`src/pkg/camac_disc_pkg.sv`:
```
// Shared constants and types for the dataway control of the discriminator
// Overview of operation
// - Clear, initialise or function 9 set all mask bits and clear activity latch.
// - Module reset never alters any of the sixteen stored thresholds.
// - Function 17 loads the sixteen mask bits from write data; one enables.
// - Function 1 returns the whole enable mask on the read lines.
// - Dataway inhibit blocks channel outputs but never test or function 25 pulses.
// - Each channel keeps its own eight bit threshold, two millivolt steps.
// - Function 16 stores low write byte into the subaddressed channel threshold.
// - Function 0 returns subaddressed threshold low, upper read byte all ones.
// - In local mode threshold and mask reads work and return all ones.
// - Test input pulse fires every enabled channel together.
// - Function 25 fires all channel outputs together as self test.
// - External block input suppresses channels, but not test or function 25.
// - Unmasked over-threshold sets sticky activity; function 2 reports and clears it.
// - Answer X for every valid function addressed to the station.
// - Q only in remote, except reads 0 and 1; function 2 gives latch.
// - Entering local mode forces mask and thresholds to ones; stored thresholds unused.
// - Going local to remote keeps the all-ones contents until rewritten.
// - Mode follows the front-panel switch; local indicator lit in local.
// - Combined hit output is the OR of all channel outputs.
// - Local mode ignores dataway writes and functions 9 and 25; mask reads as all enabled.
package camac_disc_pkg;
    localparam int          NUM_CH      = 16;
    localparam int          THR_W       = 8;
    localparam int          DW_W        = 16;
    localparam int          SUB_W       = 4;
    localparam int          FN_W        = 5;
    localparam int          SYNC_STAGES = 2;
    localparam int          THR_STEP_UV = -2000;

    localparam logic [4:0]  FN_READ_THR    = 5'h00;
    localparam logic [4:0]  FN_READ_MASK   = 5'h01;
    localparam logic [4:0]  FN_TEST_ACT    = 5'h02;
    localparam logic [4:0]  FN_RESET       = 5'h09;
    localparam logic [4:0]  FN_WRITE_THR   = 5'h10;
    localparam logic [4:0]  FN_WRITE_MASK  = 5'h11;
    localparam logic [4:0]  FN_COMMON_TEST = 5'h19;

    localparam logic [15:0] MASK_ALL_ON  = 16'hffff;
    localparam logic [15:0] CHAN_NONE    = 16'h0000;
    localparam logic [7:0]  THR_ALL_ONES = 8'hff;
    localparam logic [7:0]  READ_FILL    = 8'hff;
    localparam logic [15:0] READ_ALL_ON  = 16'hffff;
    localparam logic [15:0] READ_IDLE    = 16'h0000;

    typedef enum logic [1:0] {
        CYC_IDLE    = 2'b00,
        CYC_ADDR    = 2'b01,
        CYC_STROBED = 2'b11,
        CYC_DONE    = 2'b10
    } cycle_state_t;
endpackage : camac_disc_pkg

```
`src/verilog/camac_discriminator_control.sv`:
```
// Dataway control, mask, thresholds and channel gating of the discriminator
`timescale 1ns/1ps
`default_nettype none
module camac_discriminator_control (
    input  wire logic         mclk,
    input  wire logic         resetn,
    input  wire logic         station_sel,
    input  wire logic [4:0]   func,
    input  wire logic [3:0]   subaddr,
    input  wire logic [15:0]  write_data,
    input  wire logic         dw_strobe1,
    input  wire logic         dw_strobe2,
    input  wire logic         dw_clear,
    input  wire logic         dw_init,
    input  wire logic         dw_inhibit,
    input  wire logic         veto_in,
    input  wire logic         test_in,
    input  wire logic         front_local_setting,
    input  wire logic [15:0]  over_thr,
    output logic [15:0]       read_data,
    output logic              x_resp,
    output logic              q_resp,
    output logic [15:0]       chan_out,
    output logic              hit_or,
    output logic              local_led,
    output logic              stored_thr_en,
    output logic [127:0]      thr_level
);
    typedef struct packed {
        camac_disc_pkg::cycle_state_t st;
        logic [15:0]                  mask;
        logic [15:0][7:0]             thr;
        logic                         act;
        logic                         local_mode;
        logic                         use_stored;
        logic [15:0]                  rdata;
        logic                         x;
        logic                         q;
        logic [15:0]                  chan;
        logic                         hit;
        logic                         s1_d;
        logic                         s2_d;
        logic                         test_d;
    } ctrl_state_t;

    ctrl_state_t state_ff;
    ctrl_state_t nxt_state;

    logic [15:0] ovr_level;
    logic [15:0] ovr_rise;
    logic        dec_valid;
    logic        dec_rd_thr;
    logic        dec_rd_mask;
    logic        dec_test_act;
    logic        dec_reset;
    logic        dec_wr_thr;
    logic        dec_wr_mask;
    logic        dec_common_test;

    logic        s1_rise;
    logic        s2_rise;
    logic        test_rise;
    logic        strobe_act;
    logic        reset_evt;
    logic        act_clear;
    logic        any_hit;
    logic        blocked;
    logic        f25_fire;
    logic        remote_ctl;
    logic [15:0] eff_mask;

    genvar ch;
    generate
        for (ch = 0; ch < camac_disc_pkg::NUM_CH; ch++) begin : g_sync
            comparator_sync #(
                .STAGES (camac_disc_pkg::SYNC_STAGES)
            ) u_sync (
                .mclk     (mclk),
                .resetn   (resetn),
                .async_in (over_thr[ch]),
                .level    (ovr_level[ch]),
                .rise     (ovr_rise[ch])
            );
        end
    endgenerate

    camac_func_decode u_dec (
        .func        (func),
        .valid       (dec_valid),
        .rd_thr      (dec_rd_thr),
        .rd_mask     (dec_rd_mask),
        .test_act    (dec_test_act),
        .mod_reset   (dec_reset),
        .wr_thr      (dec_wr_thr),
        .wr_mask     (dec_wr_mask),
        .common_test (dec_common_test)
    );

    assign s1_rise    = dw_strobe1 & ~state_ff.s1_d;
    assign s2_rise    = dw_strobe2 & ~state_ff.s2_d;
    assign test_rise  = test_in & ~state_ff.test_d;
    // Actions happen once per dataway cycle, at the first strobe
    assign strobe_act = (state_ff.st == camac_disc_pkg::CYC_ADDR) & station_sel & s1_rise;
    assign remote_ctl = strobe_act & ~state_ff.local_mode;
    assign reset_evt  = (s2_rise & (dw_clear | dw_init)) | (remote_ctl & dec_reset);
    assign act_clear  = strobe_act & dec_test_act;
    assign f25_fire   = remote_ctl & dec_common_test;
    assign eff_mask   = state_ff.local_mode ? camac_disc_pkg::MASK_ALL_ON : state_ff.mask;
    assign any_hit    = |(ovr_rise & eff_mask);
    assign blocked    = dw_inhibit | veto_in;

    always_comb begin
        nxt_state            = state_ff;
        nxt_state.s1_d       = dw_strobe1;
        nxt_state.s2_d       = dw_strobe2;
        nxt_state.test_d     = test_in;
        nxt_state.local_mode = front_local_setting;
        nxt_state.use_stored = ~front_local_setting;

        // Dataway cycle sequencing; read data and answers frozen for the cycle
        unique case (state_ff.st)
            camac_disc_pkg::CYC_IDLE: begin
                if (station_sel) begin
                    nxt_state.st = camac_disc_pkg::CYC_ADDR;
                    nxt_state.x  = dec_valid;
                    nxt_state.q  = 1'b0;
                    if (dec_test_act) begin
                        nxt_state.q = state_ff.act;
                    end else if (dec_rd_thr | dec_rd_mask) begin
                        nxt_state.q = 1'b1;
                    end else if (dec_valid) begin
                        nxt_state.q = ~state_ff.local_mode;
                    end
                    if (state_ff.local_mode && (dec_rd_thr || dec_rd_mask)) begin
                        nxt_state.rdata = camac_disc_pkg::READ_ALL_ON;
                    end else if (dec_rd_thr) begin
                        nxt_state.rdata = {camac_disc_pkg::READ_FILL, state_ff.thr[subaddr]};
                    end else if (dec_rd_mask) begin
                        nxt_state.rdata = state_ff.mask;
                    end else begin
                        nxt_state.rdata = camac_disc_pkg::READ_IDLE;
                    end
                end
            end
            camac_disc_pkg::CYC_ADDR: begin
                if (!station_sel) begin
                    nxt_state.st = camac_disc_pkg::CYC_IDLE;
                end else if (s1_rise) begin
                    nxt_state.st = camac_disc_pkg::CYC_STROBED;
                end
            end
            camac_disc_pkg::CYC_STROBED: begin
                if (!station_sel) begin
                    nxt_state.st = camac_disc_pkg::CYC_IDLE;
                end else if (s2_rise) begin
                    nxt_state.st = camac_disc_pkg::CYC_DONE;
                end
            end
            camac_disc_pkg::CYC_DONE: begin
                if (!station_sel) begin
                    nxt_state.st = camac_disc_pkg::CYC_IDLE;
                end
            end
        endcase
        if (nxt_state.st == camac_disc_pkg::CYC_IDLE) begin
            nxt_state.x     = 1'b0;
            nxt_state.q     = 1'b0;
            nxt_state.rdata = camac_disc_pkg::READ_IDLE;
        end

        // Register writes; thresholds are not touched by module reset
        if (remote_ctl && dec_wr_mask) begin
            nxt_state.mask = write_data;
        end
        if (remote_ctl && dec_wr_thr) begin
            nxt_state.thr[subaddr] = write_data[7:0];
        end
        if (reset_evt) begin
            nxt_state.mask = camac_disc_pkg::MASK_ALL_ON;
        end
        // Forced every cycle in local, so the ones remain on return to remote
        if (state_ff.local_mode) begin
            nxt_state.mask = camac_disc_pkg::MASK_ALL_ON;
            nxt_state.thr  = {camac_disc_pkg::NUM_CH{camac_disc_pkg::THR_ALL_ONES}};
        end

        // Sticky activity: a hit in the clearing cycle survives
        if (act_clear || reset_evt) begin
            nxt_state.act = 1'b0;
        end
        if (any_hit) begin
            nxt_state.act = 1'b1;
        end

        // Test pulses bypass inhibit and block, so they are ORed after gating
        nxt_state.chan = (blocked ? camac_disc_pkg::CHAN_NONE : (ovr_level & eff_mask))
                       | (test_rise ? eff_mask : camac_disc_pkg::CHAN_NONE)
                       | (f25_fire ? camac_disc_pkg::MASK_ALL_ON : camac_disc_pkg::CHAN_NONE);
        nxt_state.hit  = |nxt_state.chan;
    end

    // Power-up mask and thresholds are all ones so a remote start is defined until programmed
    always_ff @(posedge mclk) begin
        if (!resetn) begin
            state_ff.st         <= camac_disc_pkg::CYC_IDLE;
            state_ff.mask       <= camac_disc_pkg::MASK_ALL_ON;
            state_ff.thr        <= {camac_disc_pkg::NUM_CH{camac_disc_pkg::THR_ALL_ONES}};
            state_ff.act        <= 1'b0;
            state_ff.local_mode <= 1'b0;
            state_ff.use_stored <= 1'b0;
            state_ff.rdata      <= camac_disc_pkg::READ_IDLE;
            state_ff.x          <= 1'b0;
            state_ff.q          <= 1'b0;
            state_ff.chan       <= camac_disc_pkg::CHAN_NONE;
            state_ff.hit        <= 1'b0;
            state_ff.s1_d       <= 1'b0;
            state_ff.s2_d       <= 1'b0;
            state_ff.test_d     <= 1'b0;
        end else begin
            state_ff <= nxt_state;
        end
    end

    assign read_data     = state_ff.rdata;
    assign x_resp        = state_ff.x;
    assign q_resp        = state_ff.q;
    assign chan_out      = state_ff.chan;
    assign hit_or        = state_ff.hit;
    assign local_led     = state_ff.local_mode;
    assign stored_thr_en = state_ff.use_stored;
    assign thr_level     = state_ff.thr;
endmodule : camac_discriminator_control
`default_nettype wire

```
`src/verilog/camac_func_decode.sv`:
```
// Dataway function decoder for the discriminator station
`timescale 1ns/1ps
`default_nettype none
module camac_func_decode (
    input  wire logic [4:0] func,
    output logic            valid,
    output logic            rd_thr,
    output logic            rd_mask,
    output logic            test_act,
    output logic            mod_reset,
    output logic            wr_thr,
    output logic            wr_mask,
    output logic            common_test
);
    assign rd_thr      = (func == camac_disc_pkg::FN_READ_THR);
    assign rd_mask     = (func == camac_disc_pkg::FN_READ_MASK);
    assign test_act    = (func == camac_disc_pkg::FN_TEST_ACT);
    assign mod_reset   = (func == camac_disc_pkg::FN_RESET);
    assign wr_thr      = (func == camac_disc_pkg::FN_WRITE_THR);
    assign wr_mask     = (func == camac_disc_pkg::FN_WRITE_MASK);
    assign common_test = (func == camac_disc_pkg::FN_COMMON_TEST);
    // Subaddress is four bits, so every subaddress of functions 0 and 16 is legal
    assign valid = rd_thr | rd_mask | test_act | mod_reset | wr_thr | wr_mask | common_test;
endmodule : camac_func_decode
`default_nettype wire

```
`src/verilog/comparator_sync.sv`:
```
// Two-stage synchroniser with rising-edge capture for one comparator line
`timescale 1ns/1ps
`default_nettype none
module comparator_sync #(
    parameter int STAGES = camac_disc_pkg::SYNC_STAGES
) (
    input  wire logic mclk,
    input  wire logic resetn,
    input  wire logic async_in,
    output logic      level,
    output logic      rise
);
    typedef struct packed {
        logic [STAGES-1:0] shift;
        logic              prev;
    } sync_state_t;

    sync_state_t state_ff;
    sync_state_t nxt_state;

    // Only the last stage is looked at, so metastability stays in the chain
    always_comb begin
        nxt_state       = state_ff;
        nxt_state.shift = {state_ff.shift[STAGES-2:0], async_in};
        nxt_state.prev  = state_ff.shift[STAGES-1];
    end

    always_ff @(posedge mclk) begin
        if (!resetn) begin
            state_ff <= '0;
        end else begin
            state_ff <= nxt_state;
        end
    end

    assign level = state_ff.shift[STAGES-1];
    assign rise  = state_ff.shift[STAGES-1] & ~state_ff.prev;
endmodule : comparator_sync
`default_nettype wire
```
`config.mk`:
```
export PLATFORM = sky130hd
export DESIGN_NAME = camac_discriminator_control
export DESIGN_NICKNAME = d
export VERILOG_FILES = /design/src/pkg/camac_disc_pkg.sv /design/src/verilog/camac_discriminator_control.sv /design/src/verilog/camac_func_decode.sv /design/src/verilog/comparator_sync.sv
export SDC_FILE = /design/constraint.sdc
export NUM_CORES = 1
export LEC_CHECK = 0
export CELL_PAD_IN_SITES_DETAIL_PLACEMENT = 0
export CELL_PAD_IN_SITES_GLOBAL_PLACEMENT = 1
export CORE_MARGIN = 4
export CORE_UTILIZATION = 48
export DETAILED_ROUTE_END_ITERATION = 12
export DONT_BUFFER_PORTS = 1
export PLACE_DENSITY_LB_ADDON = 0.1
export SLEW_MARGIN = 20
export SYNTH_ARGS = -nofsm -noshare
export SYNTH_HDL_FRONTEND = slang
export SYNTH_HIERARCHICAL = 1
export SYNTH_SLANG_ARGS = --single-unit
```
`constraint.sdc`:
```
create_clock -name mclk -period 3.1 [get_ports mclk]
set_clock_uncertainty 0.1 [all_clocks]
set_input_delay 0.62 -clock mclk [delete_from_list [all_inputs] [get_ports mclk]]
set_output_delay 0.62 -clock mclk [all_outputs]
set_load 0.02 [all_outputs]
```
# ---- After elaboration in Yosys (flattened, before gate mapping)
# Cells that the tools add are included.
dict set report word_totals {
  ff_bits 235
  elab_cells 173
}
dict set report op_classes {
  n_eq_ne 9
  mux 24
  bitwise 61
  n_reduce_logical 16
  magnitude_cmp 2
}
# op n
set ops {}
lappend ops {{bitwise mux 128 bit} 1}
lappend ops {{2-to-1 mux 16 bit} 7}
lappend ops {{AND 16 bit} 2}
lappend ops {{binary-select mux 8 bit (select 4 bit)} 1}
lappend ops {{demux 8 bit (select 4 bit)} 1}
lappend ops {{bitwise OR 16 bit} 2}
lappend ops {{OR reduction 16 bit} 2}
lappend ops {{AND 1 bit} 26}
lappend ops {{inverter 1 bit} 22}
lappend ops {{2-to-1 mux 8 bit} 2}
lappend ops {{equality test 5 bit (second input constant)} 3}
lappend ops {{2-to-1 mux 2 bit} 6}
lappend ops {{bitwise OR 1 bit} 9}
lappend ops {{one-hot mux 2 bit (4 select lines)} 1}
lappend ops {{equality test 5 x 1 -> 1 bit (second input constant)} 1}
lappend ops {{equality test 5 x 2 -> 1 bit (second input constant)} 1}
lappend ops {{equality test 5 x 4 -> 1 bit (second input constant)} 1}
lappend ops {{zero test 5 bit} 1}
lappend ops {{less-than comparator 4 x 5 -> 1 bit (second input constant)} 1}
lappend ops {{2-to-1 mux 1 bit} 5}
lappend ops {{equality test 2 bit (second input constant)} 2}
lappend ops {{greater-or-equal comparator 4 x 1 -> 1 bit (second input constant)} 1}
lappend ops {{logical AND 1 bit} 4}
lappend ops {{zero test 2 bit} 2}
lappend ops {{other kinds (6)} 8}

# ---- Logic depth before layout (Yosys ltp)
dict set report depth {
  depth_word 10
  depth_mapped 8
  mapped_depth_nobuf 6
}

# ---- Hierarchy
# The synthesis kept the hierarchy.
# module cells_per_inst instances area_per_inst_um2
set by_module_without_submodules {}
lappend by_module_without_submodules {camac_discriminator_control 1032 1 9247.6}
lappend by_module_without_submodules {comparator_sync 7 16 92.6}
lappend by_module_without_submodules {camac_func_decode 14 1 105.1}

# ---- Least setup slack after synthesis
# No wires, ideal clock.
dict set report synth_timing {
  path_type {in2reg}
  from {in func[2]}
  to {reg state_ff, in the netlist thr_level[72]}
  cell_stages 7
  t_required_ns 2.871
  t_arrival_ns 2.269
  slack_ns 0.602
  path_cell_list {nand2b_4 nor4_1 nand4_4 buf_6 nor3_4 mux2i_1 nand2_1}
}
dict set report synth_between {
  elab_chain_cells 2
}
# element line
set synth_lines {}
lappend synth_lines {{start, declared} camac_discriminator_control.sv:8} ;# input wire logic [4:0] func,
lappend synth_lines {{equality test 5 bit} camac_func_decode.sv:19} ;# assign wr_thr = (func == camac_disc_pkg::FN_WRITE_THR);
lappend synth_lines {{named net dec_wr_thr} camac_discriminator_control.sv:56} ;# logic dec_wr_thr;
lappend synth_lines {{logical AND 1 bit} camac_discriminator_control.sv:175} ;# if (remote_ctl && dec_wr_thr) begin
lappend synth_lines {{end signal, assigned} camac_discriminator_control.sv:220} ;# state_ff <= nxt_state;
lappend synth_lines {{end, declared} camac_discriminator_control.sv:46} ;# ctrl_state_t state_ff;
# The timed path passes the listed nets, and every way through them passes these cells.
# A chain may end at the register's enable or synchronous reset.

# ---- Worst setup path after layout
dict set report layout_timing {
  from {in func[4]}
  to {reg state_ff, in the netlist read_data[6]}
}
dict set report layout_between {
  elab_chain_cells 4
}
# element line
set layout_lines {}
lappend layout_lines {{zero test 5 bit *} camac_func_decode.sv:15} ;# assign rd_thr = (func == camac_disc_pkg::FN_READ_THR);
lappend layout_lines {{named net dec_rd_thr} camac_discriminator_control.sv:52} ;# logic dec_rd_thr;
lappend layout_lines {{logical OR 1 bit} camac_discriminator_control.sv:134} ;# if (state_ff.local_mode && (dec_rd_thr || dec_rd_mask)) begin
lappend layout_lines {{logical AND 1 bit} camac_discriminator_control.sv:134}
lappend layout_lines {{2-to-1 mux 16 bit *} camac_discriminator_control.sv:134}
# The timed path passes the listed nets; every way through them passes the cells marked *.

==> metrics.md <==
| Metric | Value |
|---|---|
| Buf/Inv on CP | 1 |
| Routed via count | 7253 |
| Max Slew Vio Count | 0 |
| Largest net degree at the start of global routing | 76 |
| Register area share after synthesis | 43.42% |
| TNS Setup | 0 ps |
| First-pass GRT wire length | ~44000 um |
| RSZ-0062 raised after global routing | no |
| Die Y-Extent | 158.2 um |
| CP max stage delay | approximately 710 ps |
| Worst setup EP type | flop |
| Starting density of the core | 49.19% |
| Fin nets | 1033 |
| Count of different cell masters after synthesis | 53 |
| Worst hold margin | 72.39 ps |
| Die area | 25040 um^2 |
| CTS Buffer Depth | 3 |
| Mapped Area | 10830 um^2 |
| Fin crit period | 2395 ps |
| Crit path cell chain | nor2_1, and3b_1, clkinv_1, nor2_1, a22oi_1, a31oi_1 |
| Slew @ Worst Pin | a little under 800 ps |
| Clock root buffer | clkbuf_16 |
| Antenna violations before repair | 0 |
| CTS clk-pin slew, worst paths | 60 ps |
| Antenna-violating nets left | 0 |
| N_diodes | 0 |
| Area delta synth->final | -1.097% |
| WS Path Type | in -> reg |
| DRC errors left | 0 |
| Vias/cell | 5.675 |
| Hold_buf cts | 0 |
| FFs w/ async S/R, synth | 0% |
| Ys flop type | dfxtp_1 |
| Boundary pin count | 217 |
| Placer's final routability congestion estimate | 0.8498 |
| HPWL after DPL | a little over 20000 um |
| Vias in the first global route | between 6000 and 7000 |
| Max H-tree Level | 1 |
| Die Wd | 158.2 um |
| FMAX | 417.5 MHz |
| Critical-path top delay cell | nor2_1 |
| Filler Cells Inserted | 2089 |
| Post-Synthesis Cells | 1158 |
| Syn avg cell area | 9.356 um^2 |
| Post-CTS Setup Bufs | 0 |
| Syn nets | 1210 |
| Worst skew pair latency | 520 ps |
| Number of clock sinks | 235 |
| Rel. slew slack | 48.30% |
| Crit Path Max Fanout | 10 |
| Final hold vios | 0 |
| Ys Warns | 6 |
| Layout cells sized above 1 | around 14% |
| Outcome | completed |
| Count of final setup violators | 0 |
| Routed WL | around 30000 um |
| Routed wire per std cell | roughly 23 um |
| Pwr Density | 596.1 nW/um^2 |
| # port buffers | 0 |
| Most used cell, CP | nor2_1 |
| Largest delay contributor family on the critical path | simple AND/OR/NAND/NOR gates |
| Final period utilization | 77.27% |
| CTS tree | done |
| Max-cap viol count | 0 |
| First drt pass iteration count | 5 |
| Worst path required time | 3440 ps |
| Post-CTS Resized | 0 |
| Leak pwr | 3.987 nW |
| CTS Buf Count | 25 |
| #FFs+latches synth | 235 |
| Worst EP arrival | 2730 ps |
| Hold Path Class | in -> reg |
| Row count | 54 |
| CP startpoint kind | input port |
| Core Footprint | about 22000 um^2 |
| All-Layer GR Usage | 22.73% |
| EDFF count, synth | 0 |
| Worst VDD drop | roughly 0.00042 V |
| Final Core Density | 48.65% |
| Number of DRC markers in iteration 0 | 579 |
| Tot Pwr | 6.388 mW |
| GRT Residual Overflow | 0 |
sequential cells by signal (all words and copies together) (netlist names), 16 cells and up:
register and count:
g_sync.u_sync/nxt_state 16, g_sync.u_sync/level 16, g_sync.u_sync/state_ff 16, chan_out 16, state_ff 22, thr_level 128, read_data 16
through the flow:
stage               cell area [um^2]  worst slack, ps  std cells
floorplan                      10830            602.0       1158
global placement                9886            292.5       1234
detailed placement              9886            322.4       1234
CTS                            10720            862.1       1278
global route                   10720            593.6       1278
finish                         10720            704.7       1278
synth_stat cells (4+ instances only):
master    instances  area [um^2]
nor4_1            4        25.02
mux4_2           32        720.7
nor3_4            7        113.9
nor3_2            4        40.04
a22oi_1          15        112.6
clkbuf_1         51        191.4
a21o_1            5        37.54
o21ai_0          42        210.2
and2_1           64        400.4
buf_2            11        55.05
a21oi_1          91        455.4
nor2_1           32        120.1
nand2_1         148        555.5
nor2b_4          16        220.2
mux2_2            8        90.09
a21boi_0          6        45.04
dfxtp_1         235         4705
mux2i_1          34        340.3
a31oi_1          17        106.4
nand3_1          50        250.2
buf_4           161         1209
nand2b_1          5        31.28
nor3_1           69        345.3
nor2b_1           5        31.28
report_power, final:
group / internal [mW] / switching (mW)
clock network: 1.80 / 1.19
logic: 0.111 / 0.156
registers: 3.07 / 0.0617
total: 4.98 / 1.41
area by class of cell:
| class | instances | area (um^2) | share of cell area (%) |
|---|---|---|---|
| multi-input cells | 693 | 4651 | 43.40 |
| clock inverters | 4 | 47.55 | 0.4437 |
| repair buffers | 22 | 165.2 | 1.541 |
| inverters | 4 | 15.01 | 0.1401 |
| well taps | 280 | 350.3 | 3.269 |
| flip-flops and latches | 235 | 4705 | 43.90 |
| clock buffers | 40 | 782.0 | 7.298 |
worst register-to-register path, delay by kind of cell, from the launching register on:
family | cells | cell delay, ps
muxes | 1 | 230
buffers and inverters | 1 | 300
DFF | 1 | 390
and+or+nand+nor | 3 | 1090
layer usage:
layer	up-vias	global-route usage [%]	share of wire, %
met3	31	7.108	10
met2	273	34.25	44
li1	3518	-	-
met1	3431	32.17	44
met5	-	0	0
met4	0	5.118	2.0
path summary, 6_finish.rpt:
check / startpoint / to / slack [ps] / cells after the start
worst min register to register: g_sync[5].u_sync/nxt_state[2] / g_sync[5].u_sync/level / 320 / 1
worst max-delay path: func[4] / read_data[6] / 700 / 6
worst max register to register: local_led / thr_level[70] / 870 / 5
worst min-delay path: front_local_setting / stored_thr_en / 70 / 1
cells by family after synthesis:
logic type | after synthesis | share of synthesized area, %
compound gates | 190 | 10.11
buf+inv | 230 | 13.74
flops | 235 | 43.42
mux | 74 | 10.62
simple gates | 429 | 22.10
cells in the final DEF (no fill, tap or decap), types with 4 or more instances in the layout:
cell / n
nand2b_1: 5
nor3_4: 7
dfxtp_1: 235
nor2_1: 32
nand2_1: 147
clkbuf_8: 10
mux2_2: 8
nor3_2: 4
a22oi_1: 15
nor2b_4: 17
o21ai_0: 42
clkbuf_1: 5
buf_4: 22
nor3_1: 69
and2_1: 64
a21o_1: 5
nand3_1: 50
clkbuf_16: 25
nor4_1: 4
a31oi_1: 17
mux2i_1: 34
a21oi_1: 91
mux4_2: 32
nor2b_1: 4
a21boi_0: 6
No activity file was read; power rests on OpenSTA's default activity.
